**config.mk**
```make
export PLATFORM = sky130hd
export DESIGN_NAME = plld_lock_detector
export DESIGN_NICKNAME = d
export VERILOG_FILES = /design/src/include/plld_pkg.sv /design/src/logic/plld_lock_detector.sv /design/src/logic/plld_down_counter.sv
export SDC_FILE = /design/constraint.sdc
export NUM_CORES = 1
export LEC_CHECK = 0
export BUFFER_PORTS_ARGS = -buffer_cell sky130_fd_sc_hd__buf_4
export CAP_MARGIN = 40
export CORE_MARGIN = 2
export CORE_UTILIZATION = 59
export DETAILED_ROUTE_END_ITERATION = 10
export PLACE_DENSITY = 0.95
export SYNTH_ARGS = -nofsm -noshare
export SYNTH_HDL_FRONTEND = slang
export SYNTH_HIERARCHICAL = 1
export SYNTH_SLANG_ARGS = --single-unit
```
**constraint.sdc**
```tcl
create_clock -name core_clk -period 4.2 [get_ports core_clk]
set_clock_uncertainty 0.15 [all_clocks]
set_input_delay 0 -clock core_clk [delete_from_list [all_inputs] [get_ports core_clk]]
set_output_delay 0 -clock core_clk [all_outputs]
set_load 0.02 [all_outputs]
```
**src/include/plld_pkg.sv**
```systemverilog
// Package: constants and carrier types of the synthesizer lock detector
package plld_pkg;

  // Counter widths; settings load directly into the counters
  localparam int LOCK_CNT_W = 8;
  localparam int ERR_CNT_W = 8;

  // Reset and start values
  localparam logic [LOCK_CNT_W-1:0] LOCK_CNT_RST = 8'hFF;
  localparam logic [ERR_CNT_W-1:0] ERR_CNT_RST = 8'hFF;
  localparam logic LOCK_IND_RST = 1'b0;

  // Lock-hold select encoding
  localparam logic HOLD_LATCHED = 1'b0;

  // Field positions inside the phase detector carrier
  localparam int PFD_UP_POS = 0;
  localparam int PFD_DN_POS = 1;

  // Phase detector pulses, sampled in the reference clock domain
  typedef struct packed {
    logic dn;
    logic up;
  } plld_pfd_t;

  // Programmable settings
  typedef struct packed {
    logic [LOCK_CNT_W-1:0] lock_count_setting;
    logic [ERR_CNT_W-1:0] unlock_tolerance_setting;
    logic lock_hold_select;
  } plld_cfg_t;

  // Lock detector state
  typedef enum logic [1:0] {
    PLLD_IDLE,
    PLLD_ACQUIRE,
    PLLD_LOCKED,
    PLLD_HELD
  } plld_state_t;

endpackage : plld_pkg

```
**src/logic/plld_lock_detector.sv**
```systemverilog
// Lock detector for the integer-N synthesizer: lock and unlock counters
`timescale 1ns/10ps
`default_nettype none

module plld_lock_detector (
  input wire logic core_clk, // Reference oscillator clock, 40 MHz
  input wire logic sys_rst, // Async reset, active high
  input wire logic active, // Synthesizer active period
  input wire logic programmable_mode, // Programmable user mode selected
  input wire logic divider_reprog, // Pulse: divider ratios rewritten
  input wire plld_pkg::plld_pfd_t pfd, // Phase detector up/down pulses
  input wire plld_pkg::plld_cfg_t cfg, // Lock count, tolerance, hold select
  output logic lock_indicator, // Lock status
  output logic freq_select_one_lock_pin_o, // Shared pin output value
  output logic freq_select_one_lock_pin_oe_n, // Shared pin enable, low drives
  output logic [1:0] lock_state // Debug view of detector state
);
  import plld_pkg::*;

  ////////////////////////////////////////////////////////////////////////////
  // Pulse classification

  logic up_s;
  logic dn_s;
  logic up_prev_q;
  logic dn_prev_q;
  logic up_prev_d;
  logic dn_prev_d;
  logic overlap;
  logic unbalanced;
  logic consecutive;

  // Only the phase detector pulses feed the decision
  assign up_s = pfd[PFD_UP_POS];
  assign dn_s = pfd[PFD_DN_POS];
  // Both pulses high together: loop near steady state
  assign overlap = up_s && dn_s;
  // One pulse without the other: start-up imbalance
  assign unbalanced = up_s ^ dn_s;
  // Up and down count as consecutive when they overlap or follow each
  // other within one clock; a lone pulse held longer breaks coherency
  assign consecutive = overlap || (up_s && dn_prev_q) || (dn_s && up_prev_q)
                     || (!up_s && !dn_s && !(up_prev_q ^ dn_prev_q));

  // Previous pulse levels
  always_comb begin
    up_prev_d = up_s;
    dn_prev_d = dn_s;
  end

  always_ff @(posedge core_clk or posedge sys_rst) begin
    if (sys_rst) begin
      up_prev_q <= 1'b0;
      dn_prev_q <= 1'b0;
    end else begin
      up_prev_q <= up_prev_d;
      dn_prev_q <= dn_prev_d;
    end
  end

  ////////////////////////////////////////////////////////////////////////////
  // Active period start detection

  logic active_q;
  logic active_d;
  logic restart;

  always_comb begin
    active_d = active;
  end

  always_ff @(posedge core_clk or posedge sys_rst) begin
    if (sys_rst) begin
      active_q <= 1'b0;
    end else begin
      active_q <= active_d;
    end
  end

  // Rising active or a new divider ratio restarts detection
  assign restart = (active && !active_q) || divider_reprog;

  ////////////////////////////////////////////////////////////////////////////
  // Counters

  logic lock_reload;
  logic lock_count_en;
  logic lock_carry;
  logic err_reload;
  logic err_count_en;
  logic err_carry;
  logic unlock_evt;

  // Error carry in tracking mode is an unlock
  assign unlock_evt = err_carry && (cfg.lock_hold_select != HOLD_LATCHED);

  // Lock counter clocks only on overlap; imbalance leaves it frozen
  assign lock_count_en = overlap && !unbalanced && active;
  // Reload on unlock so the carry falls back
  assign lock_reload = restart || !active || unlock_evt;

  // Error counter is reloaded while pulses stay coherent
  assign err_reload = restart || !active || consecutive;
  // Otherwise it loses one count per reference clock
  assign err_count_en = active && !consecutive;

  // Lock counter: setting gives the number of decrements to carry
  plld_down_counter #(
    .W(LOCK_CNT_W),
    .RST_VAL(LOCK_CNT_RST)
  ) u_lock_counter (
    .core_clk(core_clk),
    .sys_rst(sys_rst),
    .reload(lock_reload),
    .start_val(cfg.lock_count_setting),
    .count_en(lock_count_en),
    .count(),
    .carry(lock_carry)
  );

  // Error counter: setting gives tolerated non-consecutive clocks
  plld_down_counter #(
    .W(ERR_CNT_W),
    .RST_VAL(ERR_CNT_RST)
  ) u_unlock_error_counter (
    .core_clk(core_clk),
    .sys_rst(sys_rst),
    .reload(err_reload),
    .start_val(cfg.unlock_tolerance_setting),
    .count_en(err_count_en),
    .count(),
    .carry(err_carry)
  );

  ////////////////////////////////////////////////////////////////////////////
  // Lock state machine

  plld_state_t state_q;
  plld_state_t state_d;
  logic lock_ind_q;
  logic lock_ind_d;

  // Latched mode holds lock until the active period ends or a divider reprogram restarts it; tracking
  // mode follows the counters so a slipping loop is reported
  always_comb begin
    state_d = state_q;
    case (state_q)
      PLLD_IDLE: begin
        if (active) begin
          state_d = PLLD_ACQUIRE;
        end
      end
      PLLD_ACQUIRE: begin
        if (lock_carry) begin
          if (cfg.lock_hold_select == HOLD_LATCHED) begin
            state_d = PLLD_HELD;
          end else begin
            state_d = PLLD_LOCKED;
          end
        end
      end
      PLLD_LOCKED: begin
        if (unlock_evt) begin
          state_d = PLLD_ACQUIRE;
        end
      end
      PLLD_HELD: begin
        state_d = PLLD_HELD;
      end
      default: begin
        state_d = PLLD_IDLE;
      end
    endcase
    if (!active || restart) begin
      state_d = active ? PLLD_ACQUIRE : PLLD_IDLE;
    end
    lock_ind_d = (state_d == PLLD_LOCKED) || (state_d == PLLD_HELD);
  end

  always_ff @(posedge core_clk or posedge sys_rst) begin
    if (sys_rst) begin
      state_q <= PLLD_IDLE;
      lock_ind_q <= LOCK_IND_RST;
    end else begin
      state_q <= state_d;
      lock_ind_q <= lock_ind_d;
    end
  end

  ////////////////////////////////////////////////////////////////////////////
  // Shared pin: driven only in programmable mode, else it is a strap input

  logic pin_o_q;
  logic pin_o_d;
  logic pin_oe_n_q;
  logic pin_oe_n_d;

  always_comb begin
    pin_o_d = lock_ind_d;
    pin_oe_n_d = !programmable_mode;
  end

  always_ff @(posedge core_clk or posedge sys_rst) begin
    if (sys_rst) begin
      pin_o_q <= LOCK_IND_RST;
      pin_oe_n_q <= 1'b1;
    end else begin
      pin_o_q <= pin_o_d;
      pin_oe_n_q <= pin_oe_n_d;
    end
  end

  assign lock_indicator = lock_ind_q;
  assign freq_select_one_lock_pin_o = pin_o_q;
  assign freq_select_one_lock_pin_oe_n = pin_oe_n_q;
  assign lock_state = state_q;

endmodule : plld_lock_detector

`default_nettype wire

```
**src/logic/plld_down_counter.sv**
```systemverilog
// Reloadable down counter with carry, used for lock and unlock counting
`timescale 1ns/10ps
`default_nettype none

module plld_down_counter #(
  parameter int W = 8,
  parameter logic [W-1:0] RST_VAL = '1
) (
  input wire logic core_clk, // Reference clock
  input wire logic sys_rst, // Async reset, active high
  input wire logic reload, // Load start value, wins over count
  input wire logic [W-1:0] start_val, // Start value
  input wire logic count_en, // Decrement one step
  output logic [W-1:0] count, // Current count
  output logic carry // Counter has reached zero
);

  logic [W-1:0] cnt_q;
  logic [W-1:0] cnt_d;
  logic carry_q;
  logic carry_d;

  ////////////////////////////////////////////////////////////////////////////
  // Next value: reload first, then count down, stick at zero
  always_comb begin
    cnt_d = cnt_q;
    carry_d = carry_q;
    if (reload) begin
      cnt_d = start_val;
      carry_d = 1'b0;
    end else if (count_en && !carry_q) begin
      if (cnt_q <= W'(1)) begin
        cnt_d = '0;
        carry_d = 1'b1;
      end else begin
        cnt_d = cnt_q - W'(1);
      end
    end
  end

  // Registers; reset loads the caller's reset value with carry clear
  always_ff @(posedge core_clk or posedge sys_rst) begin
    if (sys_rst) begin
      cnt_q <= RST_VAL;
      carry_q <= 1'b0;
    end else begin
      cnt_q <= cnt_d;
      carry_q <= carry_d;
    end
  end

  assign count = cnt_q;
  assign carry = carry_q;

endmodule : plld_down_counter

`default_nettype wire

```
# --- After elaboration in Yosys (flattened, before gate mapping) ---
# Cells that the tools add are included.
# W data, S select, Z words.
word_totals:
  output_inout_bits: 5
  register_bits: 25
  input_bits: 24
classes:
  reduce_logical: 37
  n_mux: 19
  magnitude_cmp: 2
  bitwise_logic: 2
  eq_ne: 5
  addsub: 2
ops:
  columns: ["operator", "count"]
  rows:
  - ["$mux W8", 6]
  - ["$le A8 B1 Y1 const B", 2]
  - ["$sub A8 B1 Y8 const B", 2]
  - ["$logic_and A1 B1 Y1", 12]
  - ["$logic_not A1 Y1", 10]
  - ["$eq A2 B2 Y1 const B", 4]
  - ["$logic_or A1 B1 Y1", 8]
  - ["$mux W1", 8]
  - ["$mux W2", 4]
  - ["$pmux W2 S4", 1]
  - ["$reduce_bool A2 Y1", 4]
  - ["$reduce_and A2 Y1", 2]
  - ["$eq A2 B1 Y1 const B", 1]
  - ["$logic_not A2 Y1", 1]
  - ["$xor A1 B1 Y1", 2]

# --- Depth between registers and ports, before layout ---
# Gate-level depths: netlist of the first run.
logic_depth:
  ltp_word: 9
  ltp_mapped: 7
  ltp_nobuf: 6

# --- Cells and area by module ---
# The synthesis of the first run kept the hierarchy.
by_module_without_submodules:
  columns: ["module", "area_per_inst_um2", "instances", "cells_each"]
  rows:
  - ["plld_down_counter", 648.1, 2, 69]
  - ["plld_lock_detector", 290.3, 1, 27]

# --- Worst setup path before layout of the first run ---
# No wires, ideal clock.
synth_path:
  path_kind: "reg-to-reg"
  from: "register dn_prev_q"
  to: "register u_unlock_error_counter.cnt_q[5] (netlist: u_unlock_error_counter/count[5])"
  setup_slack_ns: 2.277
  arrival_ns: 1.676
  setup_ns: 0.097
  t_required_ns: 3.953
  period_less_slack_ns: 1.923
  stages_incl_launch_ff: 7
  cell_sequence: "dfrtp_1 nor2_1 xor2_1 and2_1 or4b_1 o311ai_0 o211ai_1"
synth_between:
  elab_chain_cells: 8
  word_cells_on_any_way: 13
  cone_classes: "mux: 1; bitwise: 1; reduce/logical: 11"
synth_lines:
  columns: ["element", "line", "text"]
  rows:
  - ["start: declaration", "plld_lock_detector.sv:26", "logic dn_prev_q;"]
  - ["start signal: assignment", "plld_lock_detector.sv:57", "dn_prev_q <= dn_prev_d;"]
  - ["$xor A1 B1 Y1 / $logic_and A1 B1 Y1 (equally long branches)", "plld_lock_detector.sv:43, plld_lock_detector.sv:42", null]
  - ["$logic_not A1 Y1 / $logic_or A1 B1 Y1 (equally long branches)", "plld_lock_detector.sv:43, plld_lock_detector.sv:42", null]
  - ["$logic_and A1 B1 Y1 / $logic_or A1 B1 Y1 (equally long branches)", "plld_lock_detector.sv:43, plld_lock_detector.sv:42", null]
  - ["$logic_or A1 B1 Y1 *", "plld_lock_detector.sv:43", "|| (!up_s && !dn_s && !(up_prev_q ^ dn_prev_q));"]
  - ["$logic_not A1 Y1 *", "plld_lock_detector.sv:105", "assign err_count_en = active && !consecutive;"]
  - ["$logic_and A1 B1 Y1 *", "plld_lock_detector.sv:105", null]
  - ["named net err_count_en", "plld_lock_detector.sv:90", "logic err_count_en;"]
  - ["$logic_and A1 B1 Y1 *", "plld_down_counter.sv:31", "end else if (count_en && !carry_q) begin"]
  - ["$reduce_bool A2 Y1 (no line) *", null, null]
  - ["end signal: assignment", "plld_down_counter.sv:47", "cnt_q <= cnt_d;"]
  - ["end: declaration", "plld_down_counter.sv:18", "logic [W-1:0] cnt_q;"]
# The timed path passes the listed nets; every way through them passes the cells marked *.
# A chain may end at the register's enable or synchronous reset.

# --- Final worst setup path of the first run ---
layout_path:
  from: "register up_prev_q"
  to: "register u_unlock_error_counter.cnt_q[5] (netlist: u_unlock_error_counter/count[5])"
layout_between:
  elab_chain_cells: 8
  word_cells_on_any_way: 12
  cone_classes: "mux: 1; bitwise: 1; reduce/logical: 10"
layout_lines:
  columns: ["element", "line", "text"]
  rows:
  - ["start: declaration", "plld_lock_detector.sv:25", "logic up_prev_q;"]
  - ["start signal: assignment", "plld_lock_detector.sv:56", "up_prev_q <= up_prev_d;"]
  - ["$xor A1 B1 Y1", "plld_lock_detector.sv:43", null]
  - ["$logic_not A1 Y1", "plld_lock_detector.sv:43", null]
  - ["$logic_and A1 B1 Y1", "plld_lock_detector.sv:43", null]
  - ["$logic_or A1 B1 Y1 *", "plld_lock_detector.sv:43", null]
  - ["$logic_not A1 Y1 *", "plld_lock_detector.sv:105", null]
  - ["$logic_and A1 B1 Y1 *", "plld_lock_detector.sv:105", null]
  - ["named net err_count_en", "plld_lock_detector.sv:90", null]
  - ["$logic_and A1 B1 Y1 *", "plld_down_counter.sv:31", null]
  - ["$reduce_bool A2 Y1 (no line) *", null, null]
# Marked as above.

==> results.ini, run 1 <==
[run_status]
outcome=finished, final reports clean

[job]
max-cap-violations=0

[clock_network]
clk_pin_slew_ps=140
insertion_delay_ps=310
post_cts_buffers=0
postCtsHoldBufs=24
cts_sinks=25
clockRootBuffer=clkbuf_4
cts_buffers=3
clk_path_buf_depth=2
ctsResizeCount=0
cts_max_level=1
cts_tree=yes

[setup_path]
cp_slowest_cell=or4b_1
cpPeakStageDelay_ps=510
start_kind=flop
critPathRequiredTime_ps=4280
cp_top_family=simple AND/OR/NAND/NOR gates
crit_type=reg -> reg
arrival_ps=2290
critPathCaptureType=flop
cp_cell_sequence=nor2_1, xor2_1, and2_1, or4b_1, o311ai_0, o211ai_1
crit_fanout=6
path_buf_inv=0

[drt]
drt_first_pass_iters=4
drt_iter0_markers=86
drc=0
dr_total_vias=1531
final_antenna_net_count=0
wire_per_inst_um=16.4
vias_per_cell=6.27
drt-total-wl_mm=4.01

[global_route]
grt-ovfl-total=0
grt_pass1_wl_mm=6.70
use_met3_pct=3.26
met2_usage_pct=46.9
gr-usage-met1_pct=34.7
grt.busiest_layer=met2
grt_max_degree=16
grt_pass1_vias=1492
antenna_found_initial=0
grt_usage_pct=26.4

[logic_synthesis]
yosysUniqueCellTypes=39
synth_fp_nets=193
synth_fa_ha_area_share_pct=3.15
synth_xor_area_share_pct=0.552
synth_cells=165
yosys.area_share.simple_pct=22.1
yosys_warnings=6
synth_compound_area_share_pct=26.7
synth.avg_cell_area_um2=9.62
synth_top_family_by_area=compound AO/OA/AOI/OAI gates
synthMuxAreaShare_pct=0
yosysSeqAreaShare_pct=40.8
ys_ff_latch=25
synth_area_um2=1590

[floorplanning]
coreArea_um2=2520
io_pins=29
die_h_um=55.9
rows=18
dieArea_um2=3120
start_util_pct=62.9
die_width_um=55.9

[finish]
drive_above_1_share_pct=26.2
final_nets=243
final_cell_mix=buf_4 (28), dlygate4sd3_1 (24), nor2_1 (21)
n_fill_cell=145
area_growth_syn_to_layout_pct=29.4
final_common_cell=buf_4
diodes=0

[power_and_ir_drop]
powerDensity_nw_per_um2=245
ir_drop_mv=0.243
leakagePower_nw=0.854
total_power_mw=0.503

[timing]
tightestPinTransition_ps=637
rsz0062_at_grt=no
fmax_mhz=453
slew_headroom_pct=57.4
finalCriticalPeriod_ps=2210
setup_viol=0
tns_ps=0
report.final.slew_viol_count=0
post-route-period-util_pct=52.6
finalHoldViolCount=0

[hold_path]
hold_path_class=in -> async

[place]
dp_hpwl_mm=2.71
gp_congestion=0.845
port_buffers=28

==> layout make-up <==
type	count	area (um2)	area share, %
Clock buffer	4	26.3	1.28
Inverter	16	60.1	2.93
Multi-Input combinational cell	117	832	40.5
Sequential cell	25	647	31.5
Tap cell	30	37.5	1.83
Timing Repair Buffer	52	450	21.9
==> cell usage after synthesis, drive strengths merged <==
cell | n | share of area (%)
o31ai | 4 | 1.9
o2111ai | 4 | 2.2
nor3 | 2 | 0.63
a2bb2oi | 2 | 1.1
o21ai | 6 | 1.9
nand4b | 1 | 0.55
nand3b | 2 | 0.95
or4b | 2 | 1.3
and3 | 1 | 0.39
nand4bb | 2 | 1.4
dfstp | 17 | 28
a211oi | 2 | 0.95
nor2b | 2 | 0.79
clkbuf | 2 | 0.47
inv | 16 | 3.8
o311ai | 6 | 7.7
nand2b | 2 | 0.79
xor2 | 1 | 0.55
o211ai | 4 | 1.9
a31oi | 12 | 4.7
nand2 | 14 | 3.3
or4 | 2 | 1.4
dfrtp | 8 | 13
buf | 5 | 2.5
or2 | 2 | 0.79
o41ai | 2 | 1.1
nor4b | 2 | 1.1
nor4 | 6 | 2.4
nor2 | 21 | 5.0
and2 | 1 | 0.39
a21bo | 1 | 0.63
or3 | 2 | 0.95
a21boi | 1 | 0.47
ha | 4 | 3.2
a41oi | 2 | 1.1
o21a | 2 | 0.95
==> flip-flops by register name (all words and copies together), names as in the netlist <==
| name | cells |
|---|---|
| freq_select_one_lock_pin_oe_n | 1 |
| u_lock_counter/count | 8 |
| active_q | 1 |
| u_unlock_error_counter/count | 8 |
| u_unlock_error_counter/carry | 1 |
| freq_select_one_lock_pin_o | 1 |
| u_lock_counter/carry | 1 |
| up_prev_q | 1 |
| lock_state | 2 |
| dn_prev_q | 1 |
==> tightest hold or removal path, delay by kind of cell <==
kind | cells | cell delay, ps
buffers and inverters | 3 | 880
==> metal layers <==
metal / up-vias / wire length, um
li1: 714 / -
met1: 731 / 1700
met2: 80 / 2020
met3: 6 / 245
met4: 0 / 38
met5: - / 0
==> metrics by stage <==
stage                     util (%)  hold WS [ps]  setup slack [ps]  cell area (um2)  instances
final                         81.4          17.6              1990             2050        244
after floorplan                  -          -347              2280             1590        165
after CTS                     81.4          18.8              1990             2050        244
after global routing          81.4          41.2              1880             2050        244
after detailed placement      70.8          -180              2000             1790        216
after global placement        70.8          -191              2220             1790        216
==> cells by family (layout without fill, tap and decap cells) <==
kind of cell    after synthesis  count (layout)
flops                        25              25
xor+xnor                      1               1
fa+ha+maj                     4               4
compound gates               48              48
simple gates                 64              64
buf+inv                      23              72
==> power breakdown <==
part	switching (mW)	total (mW)	internal, mW
clock network	0.0696	0.107	0.0370
registers	0.0190	0.283	0.264
logic	0.0596	0.113	0.0532
==> final timing paths <==
| check | startpoint | depth (start not counted) | to | slack (ps) |
|---|---|---|---|---|
| min | sys_rst | 3 | up_prev_q | 20 |
| min reg2reg | u_lock_counter/count[7] | 2 | u_lock_counter/count[7] | 370 |
| max | up_prev_q | 6 | u_unlock_error_counter/count[5] | 1990 |
| max in group asynchronous | sys_rst | 3 | u_lock_counter/count[5] | 3520 |
| max reg2reg | up_prev_q | 6 | u_unlock_error_counter/count[5] | 1990 |
| min in group core_clk | pfd[0] | 2 | up_prev_q | 190 |
(Power assumes the default switching activity.)
==> run 2, diff against run 1 <==
Settings changed: CORE_UTILIZATION 59 to 50, PLACE_DENSITY 0.95 to 0.88.
Clock period 4.2 ns to 1.8 ns, I/O delays scaled along.
==> run 2 against run 1 <==
  * The flow now finishes with violations (setup timing)
  * Worst hold slack gained 7.9 ps
  * Die area increased by 17%
  * Combinational power grew to 2.9 times the previous value
  * Core utilization decreased by 5.7 points
  * Sequential share of layout area decreased by 3.2 points
  * Count of clock-buffer cells in the layout unchanged
  * Register-to-register slack worse by 2100 ps
  * Wire length rose by 11%
  * Via count increased by 1.6%
  * Flip-flop and latch count unchanged
  * Critical path type unchanged
  * Largest cell class unchanged
==> results.ini, run 2 (synthesis results as in run 1) <==
[drt]
highest_layer=met4
met3_length_um=172  ; -30%
vias_per_cell=5.65  ; -9.9%
dr_total_vias=1555  ; +1.6%
wl_met1_mm=1.74  ; +2.3%
wl_met2_mm=2.46  ; +22%
drt-total-wl_mm=4.43  ; +11%
drt_first_pass_iters=4  ; unchanged
drc=0  ; unchanged
final_antenna_net_count=0  ; unchanged
wire_per_inst_um=16.1  ; -1.9%
drt_iter0_markers=80  ; -7.0%

[setup_path]
r2r_cells=6  ; unchanged
timing.reg2reg.setup_slack_ps=-150  ; -2140 ps
r2r_start=up_prev_q
start_kind=flop
crit_fanout=3  ; -3
r2r_end=u_unlock_error_counter/count[5]
arrival_ps=2040  ; -250 ps
critPathRequiredTime_ps=1890  ; -2390 ps
crit_type=reg -> reg
crit_end=u_unlock_error_counter/count[5]
cp-startpoint=up_prev_q
critPathCaptureType=flop

[timing]
post-route-period-util_pct=108  ; +56 points
setup_viol=3  ; +3
finalHoldViolCount=0  ; unchanged
report.final.slew_viol_count=0  ; unchanged
rsz0062_at_grt=yes
finalCriticalPeriod_ps=1950  ; -261 ps
tns_ps=-309  ; -309 ps
worst_slack_ps=-146  ; -2140 ps
tightestPinTransition_ps=551  ; -85.9 ps
fmax_mhz=514  ; +13%
hold-worst-slack_ps=25.5  ; +7.92 ps
slew_headroom_pct=62.7  ; +5.4 points

[power_and_ir_drop]
p_int_mw=0.869  ; +150%
leakagePower_nw=0.951  ; +11%
ir_drop_mv=0.342  ; +41%
power.switching_mw=0.370  ; +150%
combPwrFrac_pct=26.2  ; +3.8 points
total_power_mw=1.24  ; +150%
switching_share_pct=29.9  ; +0.39 points
clkPwrFrac_pct=20.2  ; -1.0 points
powerDensity_nw_per_um2=541  ; +120%
seq_power_share_pct=53.6  ; -2.8 points

[floorplanning]
start_util_pct=52.4  ; -11 points
coreArea_um2=3030  ; +20%
rows=20  ; +2
die_width_um=60.3  ; +8.0%
io_pins=29  ; unchanged
dieArea_um2=3640  ; +17%
die_h_um=60.3  ; +8.0%

[clock_network]
clk_pin_slew_ps=140  ; about the same
cts_sinks=25  ; unchanged
clk_path_buf_depth=2  ; unchanged
clockRootBuffer=clkbuf_4
cts_tree=yes
cts_buffers=3  ; unchanged
cts_max_level=1  ; unchanged
insertion_delay_ps=310  ; about the same

[place]
gp_congestion=0.894  ; +5.8%
post_dp_cell_area_um2=1920  ; +7.4%
dp_hpwl_mm=2.82  ; +4.3%
port_buffers=28  ; unchanged

[global_route]
antenna_found_initial=0  ; unchanged
grt_pass1_vias=1547  ; +3.7%
grt_usage_pct=25.2  ; -1.3 points
grt-ovfl-total=0  ; unchanged
grt_pass1_wl_mm=6.79  ; +1.3%
grt_max_degree=14  ; -2

[finish]
drive_above_1_share_pct=36.8  ; +11 points
final_nets=260  ; +7.0%
final_core_util_pct=75.7  ; -5.7 points
final_common_cell=buf_4
diodes=0  ; unchanged
area_growth_syn_to_layout_pct=44.4
n_fill_cell=209  ; +44%
fin_area_um2=2290  ; +12%
final_cell_mix=buf_4 (43), dlygate4sd3_1 (24), nor2_1 (19)

[run_status]
outcome=complete, but fails checks
violations=setup timing

[job]
max-cap-violations=0  ; unchanged

[hold_path]
hold_path_class=in -> async

-- run 2: cell count changes in the layout (fill, tap and decap cells not counted), sizes merged --
cell  before  now
buf       28   45
-- run 2: per-layer routing --
metal | GRT usage, % | up-vias
li1 | - | 752
met1 | 28.7 | 746
met2 | 48.0 | 51
met3 | 4.05 | 6
met4 | 7.30 | 0
met5 | 0 | -
-- run 2: timing repair --
action,4_1_cts,5_1_grt
endpoints found under the setup margin,4,14
pin swaps,2,10
gates resized for setup,3,11
buffers inserted,1,4
hold buffers,23,1
hold endpoints to repair,48,1
-- run 2: metrics by stage --
stage          instances  setup slack [ps]
2_1_floorplan        165             -37.3
3_3_place_gp         242             -47.6
3_5_place_dp         242             -97.8
4_1_cts              270             -79.5
5_1_grt              275              -219
6_report             275              -146
-- run 2: worst min path at each step --
stage / startpoint / to / slack (ps) / cells after the start
after floorplan: sys_rst / active_q / -350 / 1
after global placement: sys_rst / lock_state[1] / -190 / 2
after detailed placement: sys_rst / freq_select_one_lock_pin_o / -180 / 2
after CTS: pfd[1] / dn_prev_q / -360 / 1
after global routing: sys_rst / up_prev_q / 50 / 3
final: sys_rst / up_prev_q / 30 / 3
-- run 2: worst max-delay path, stage by stage (launching register included) --
cell and delay, ps:
dfrtp_1 390, nor2_1 100, xor2_1 210, and2_4 170
or4b_4 490, o311ai_4 230, o211ai_1 130
-- run 2: cell type report --
cell class | count | area (um2) | area share, %
Timing Repair Buffer | 69 | 594 | 25.9
Multi-Input combinational cell | 117 | 907 | 39.6
Inverter | 16 | 60.1 | 2.62
Tap cell | 44 | 55.1 | 2.40
Sequential cell | 25 | 648 | 28.3
Clock buffer | 4 | 26.3 | 1.15
-- run 2: power groups by stage --
stage / logic, mW / clock network, mW / registers [mW]
after global routing: 0.352 / 0.285 / 0.669
after detailed placement: 0.253 / 0 / 0.667
final: 0.325 / 0.250 / 0.664
after floorplan: 0.151 / 0 / 0.657
after CTS: 0.296 / 0.255 / 0.660
after global placement: 0.239 / 0 / 0.663
==> run 3, diff against run 2 <==
Settings changed: PLACE_DENSITY 0.88 to 0.76.
==> run 3 against run 2 <==
  * The run still ends with setup timing left
  * Flip-flop and latch count is the same
  * Sequential share of layout area grew 0.53 points
  * Via count shrank 3.3%
  * Power shrank 1.6%
  * Cell area shrank 2.0%
  * Largest power group unchanged
  * Critical path type unchanged
  * Sequential power is essentially flat
  * Cell count shrank 1.5%
  * Worst setup slack lost 6.4 ps
  * Count of clock-buffer cells in the layout is the same
  * First-iteration DRC count grew 25%
  * Critical endpoint unchanged
  * Worst hold slack gained 25 ps
  * Wire length shrank 7.2%
==> results.ini, run 3 (synthesis results as in run 1) <==
[timing]
hold-worst-slack_ps=50.6  ; +25.0 ps
rsz0062_at_grt=yes
fmax_mhz=512  ; -0.33%
slew_headroom_pct=67.2  ; +4.4 points
report.final.slew_viol_count=0  ; unchanged
worst_slack_ps=-153  ; -6.43 ps
finalHoldViolCount=0  ; unchanged
tightestPinTransition_ps=493  ; -58.6 ps
tns_ps=-399  ; -89.4 ps
post-route-period-util_pct=108  ; +0.36 points
finalCriticalPeriod_ps=1950  ; +6.43 ps
setup_viol=3  ; unchanged

[drt]
vias_per_cell=5.55  ; -1.9%
drt_iter0_markers=100  ; +25%
drt_first_pass_iters=4  ; unchanged
drt-total-wl_mm=4.11  ; -7.2%
wire_per_inst_um=15.2  ; -5.8%
final_antenna_net_count=0  ; unchanged
dr_total_vias=1503  ; -3.3%
drc=0  ; unchanged

[floorplanning]
dieArea_um2=3640  ; unchanged
die_h_um=60.3  ; unchanged
die_width_um=60.3  ; unchanged
io_pins=29  ; unchanged
rows=20  ; unchanged
start_util_pct=52.4  ; unchanged
coreArea_um2=3030  ; unchanged

[place]
dp_hpwl_mm=2.82  ; about the same
pre_cts_ws_ps=-156  ; -58.5 ps
post_dp_cell_area_um2=1910  ; -0.65%
port_buffers=28  ; unchanged
gp_congestion=0.911  ; +1.9%

[global_route]
antenna_found_initial=0  ; unchanged
grt_pass1_vias=1494  ; -3.4%
grt_pass1_wl_mm=6.53  ; -3.9%
grt_max_degree=15  ; +1
grt_usage_pct=23.9  ; -1.3 points
grt-ovfl-total=0  ; unchanged

[power_and_ir_drop]
powerDensity_nw_per_um2=543  ; +0.40%
ir_drop_mv=0.362  ; +6.0%
leakagePower_nw=0.931  ; -2.1%

[finish]
area_growth_syn_to_layout_pct=41.5
final_common_cell=buf_4
fin_area_um2=2240  ; -2.0%
drive_above_1_share_pct=36.1  ; -0.67 points
final_cell_mix=buf_4 (41), dlygate4sd3_1 (24), nor2_1 (17), dfstp_2 (17), inv_1 (16)
n_fill_cell=218  ; +4.3%
final_nets=256  ; -1.5%
diodes=0  ; unchanged

[setup_path]
arrival_ps=2050  ; about the same
r2r_start=dn_prev_q
cp_cell_sequence=nor2_2, xor2_1, and2_4, or4b_4, o311ai_4, o211ai_1
r2r_cells=6  ; unchanged
timing.reg2reg.setup_slack_ps=-150  ; about the same
crit_fanout=3  ; unchanged
cp-startpoint=dn_prev_q
start_kind=flop
crit_type=reg -> reg
cp_slowest_cell=or4b_4
cpPeakStageDelay_ps=500  ; about the same
critPathCaptureType=flop
crit_end=u_unlock_error_counter/count[5]
r2r_end=u_unlock_error_counter/count[5]
critPathRequiredTime_ps=1890  ; about the same

[clock_network]
clk_pin_slew_ps=140  ; about the same
cts_buffers=3  ; unchanged
cts_sinks=25  ; unchanged
clk_path_buf_depth=2  ; unchanged
cts_max_level=1  ; unchanged
insertion_delay_ps=310  ; about the same
clockRootBuffer=clkbuf_4
cts_tree=yes

[run_status]
violations=setup timing
outcome=complete, but fails checks

[hold_path]
hold_path_class=in -> async

[job]
max-cap-violations=0  ; unchanged

## run 3: cell count changes in the layout (fill, tap and decap cells not counted), sizes merged
cell / before / now
buf: 45 / 41
## run 3: how the worst min path moves through the flow
stage / cells after the start / end
2_1_floorplan: 1 / active_q
4_1_cts: 1 / dn_prev_q
6_report: 3 / lock_state[0]
3_3_place_gp: 2 / lock_state[0]
3_5_place_dp: 2 / active_q
5_1_grt: 3 / lock_state[1]
## run 3: worst max-delay path: cells and delay by family, from the launching register on
family	cells	cell delay [ps]
compound gates	2	390
flops	1	400
simple gates	3	770
xor+xnor	1	180
## run 3: metal layers
| metal | GRT usage [%] | routed length (um) |
|---|---|---|
| met5 | 0 | 0 |
| met4 | 9.84 | 75 |
| met3 | 2.13 | 88 |
| met2 | 44.7 | 2230 |
| met1 | 27.7 | 1710 |
## run 3: cell type report
type | count | area [um2] | share of cell area, %
Multi-Input combinational cell | 117 | 908 | 40.5
Sequential cell | 25 | 647 | 28.8
Timing Repair Buffer | 65 | 548 | 24.4
Inverter | 16 | 60.1 | 2.68
Tap cell | 44 | 55.1 | 2.45
Clock buffer | 4 | 26.3 | 1.17
## run 3: per-stage QoR
stage          cells  power [mW]  util (%)
2_1_floorplan    165       0.808         -
3_3_place_gp     242       0.900      62.9
3_5_place_dp     242       0.912      62.9
4_1_cts          269        1.21      72.0
5_1_grt          271        1.29      74.1
6_report         271        1.22      74.1
## run 3: what timing repair did
item | CTS | global route
hold buffers | 23 | 1
endpoints found under the hold margin | 48 | 1
cloned | 0 | 0
setup endpoints to repair | 2 | 14
pin swaps | 1 | 11
setup buffers | 0 | 1
gates resized for setup | 2 | 11
## run 3: power by group
part	switching, mW	total [mW]	internal, mW
sequential	0.0477	0.665	0.617
clock	0.165	0.252	0.0865
combinational	0.149	0.303	0.154
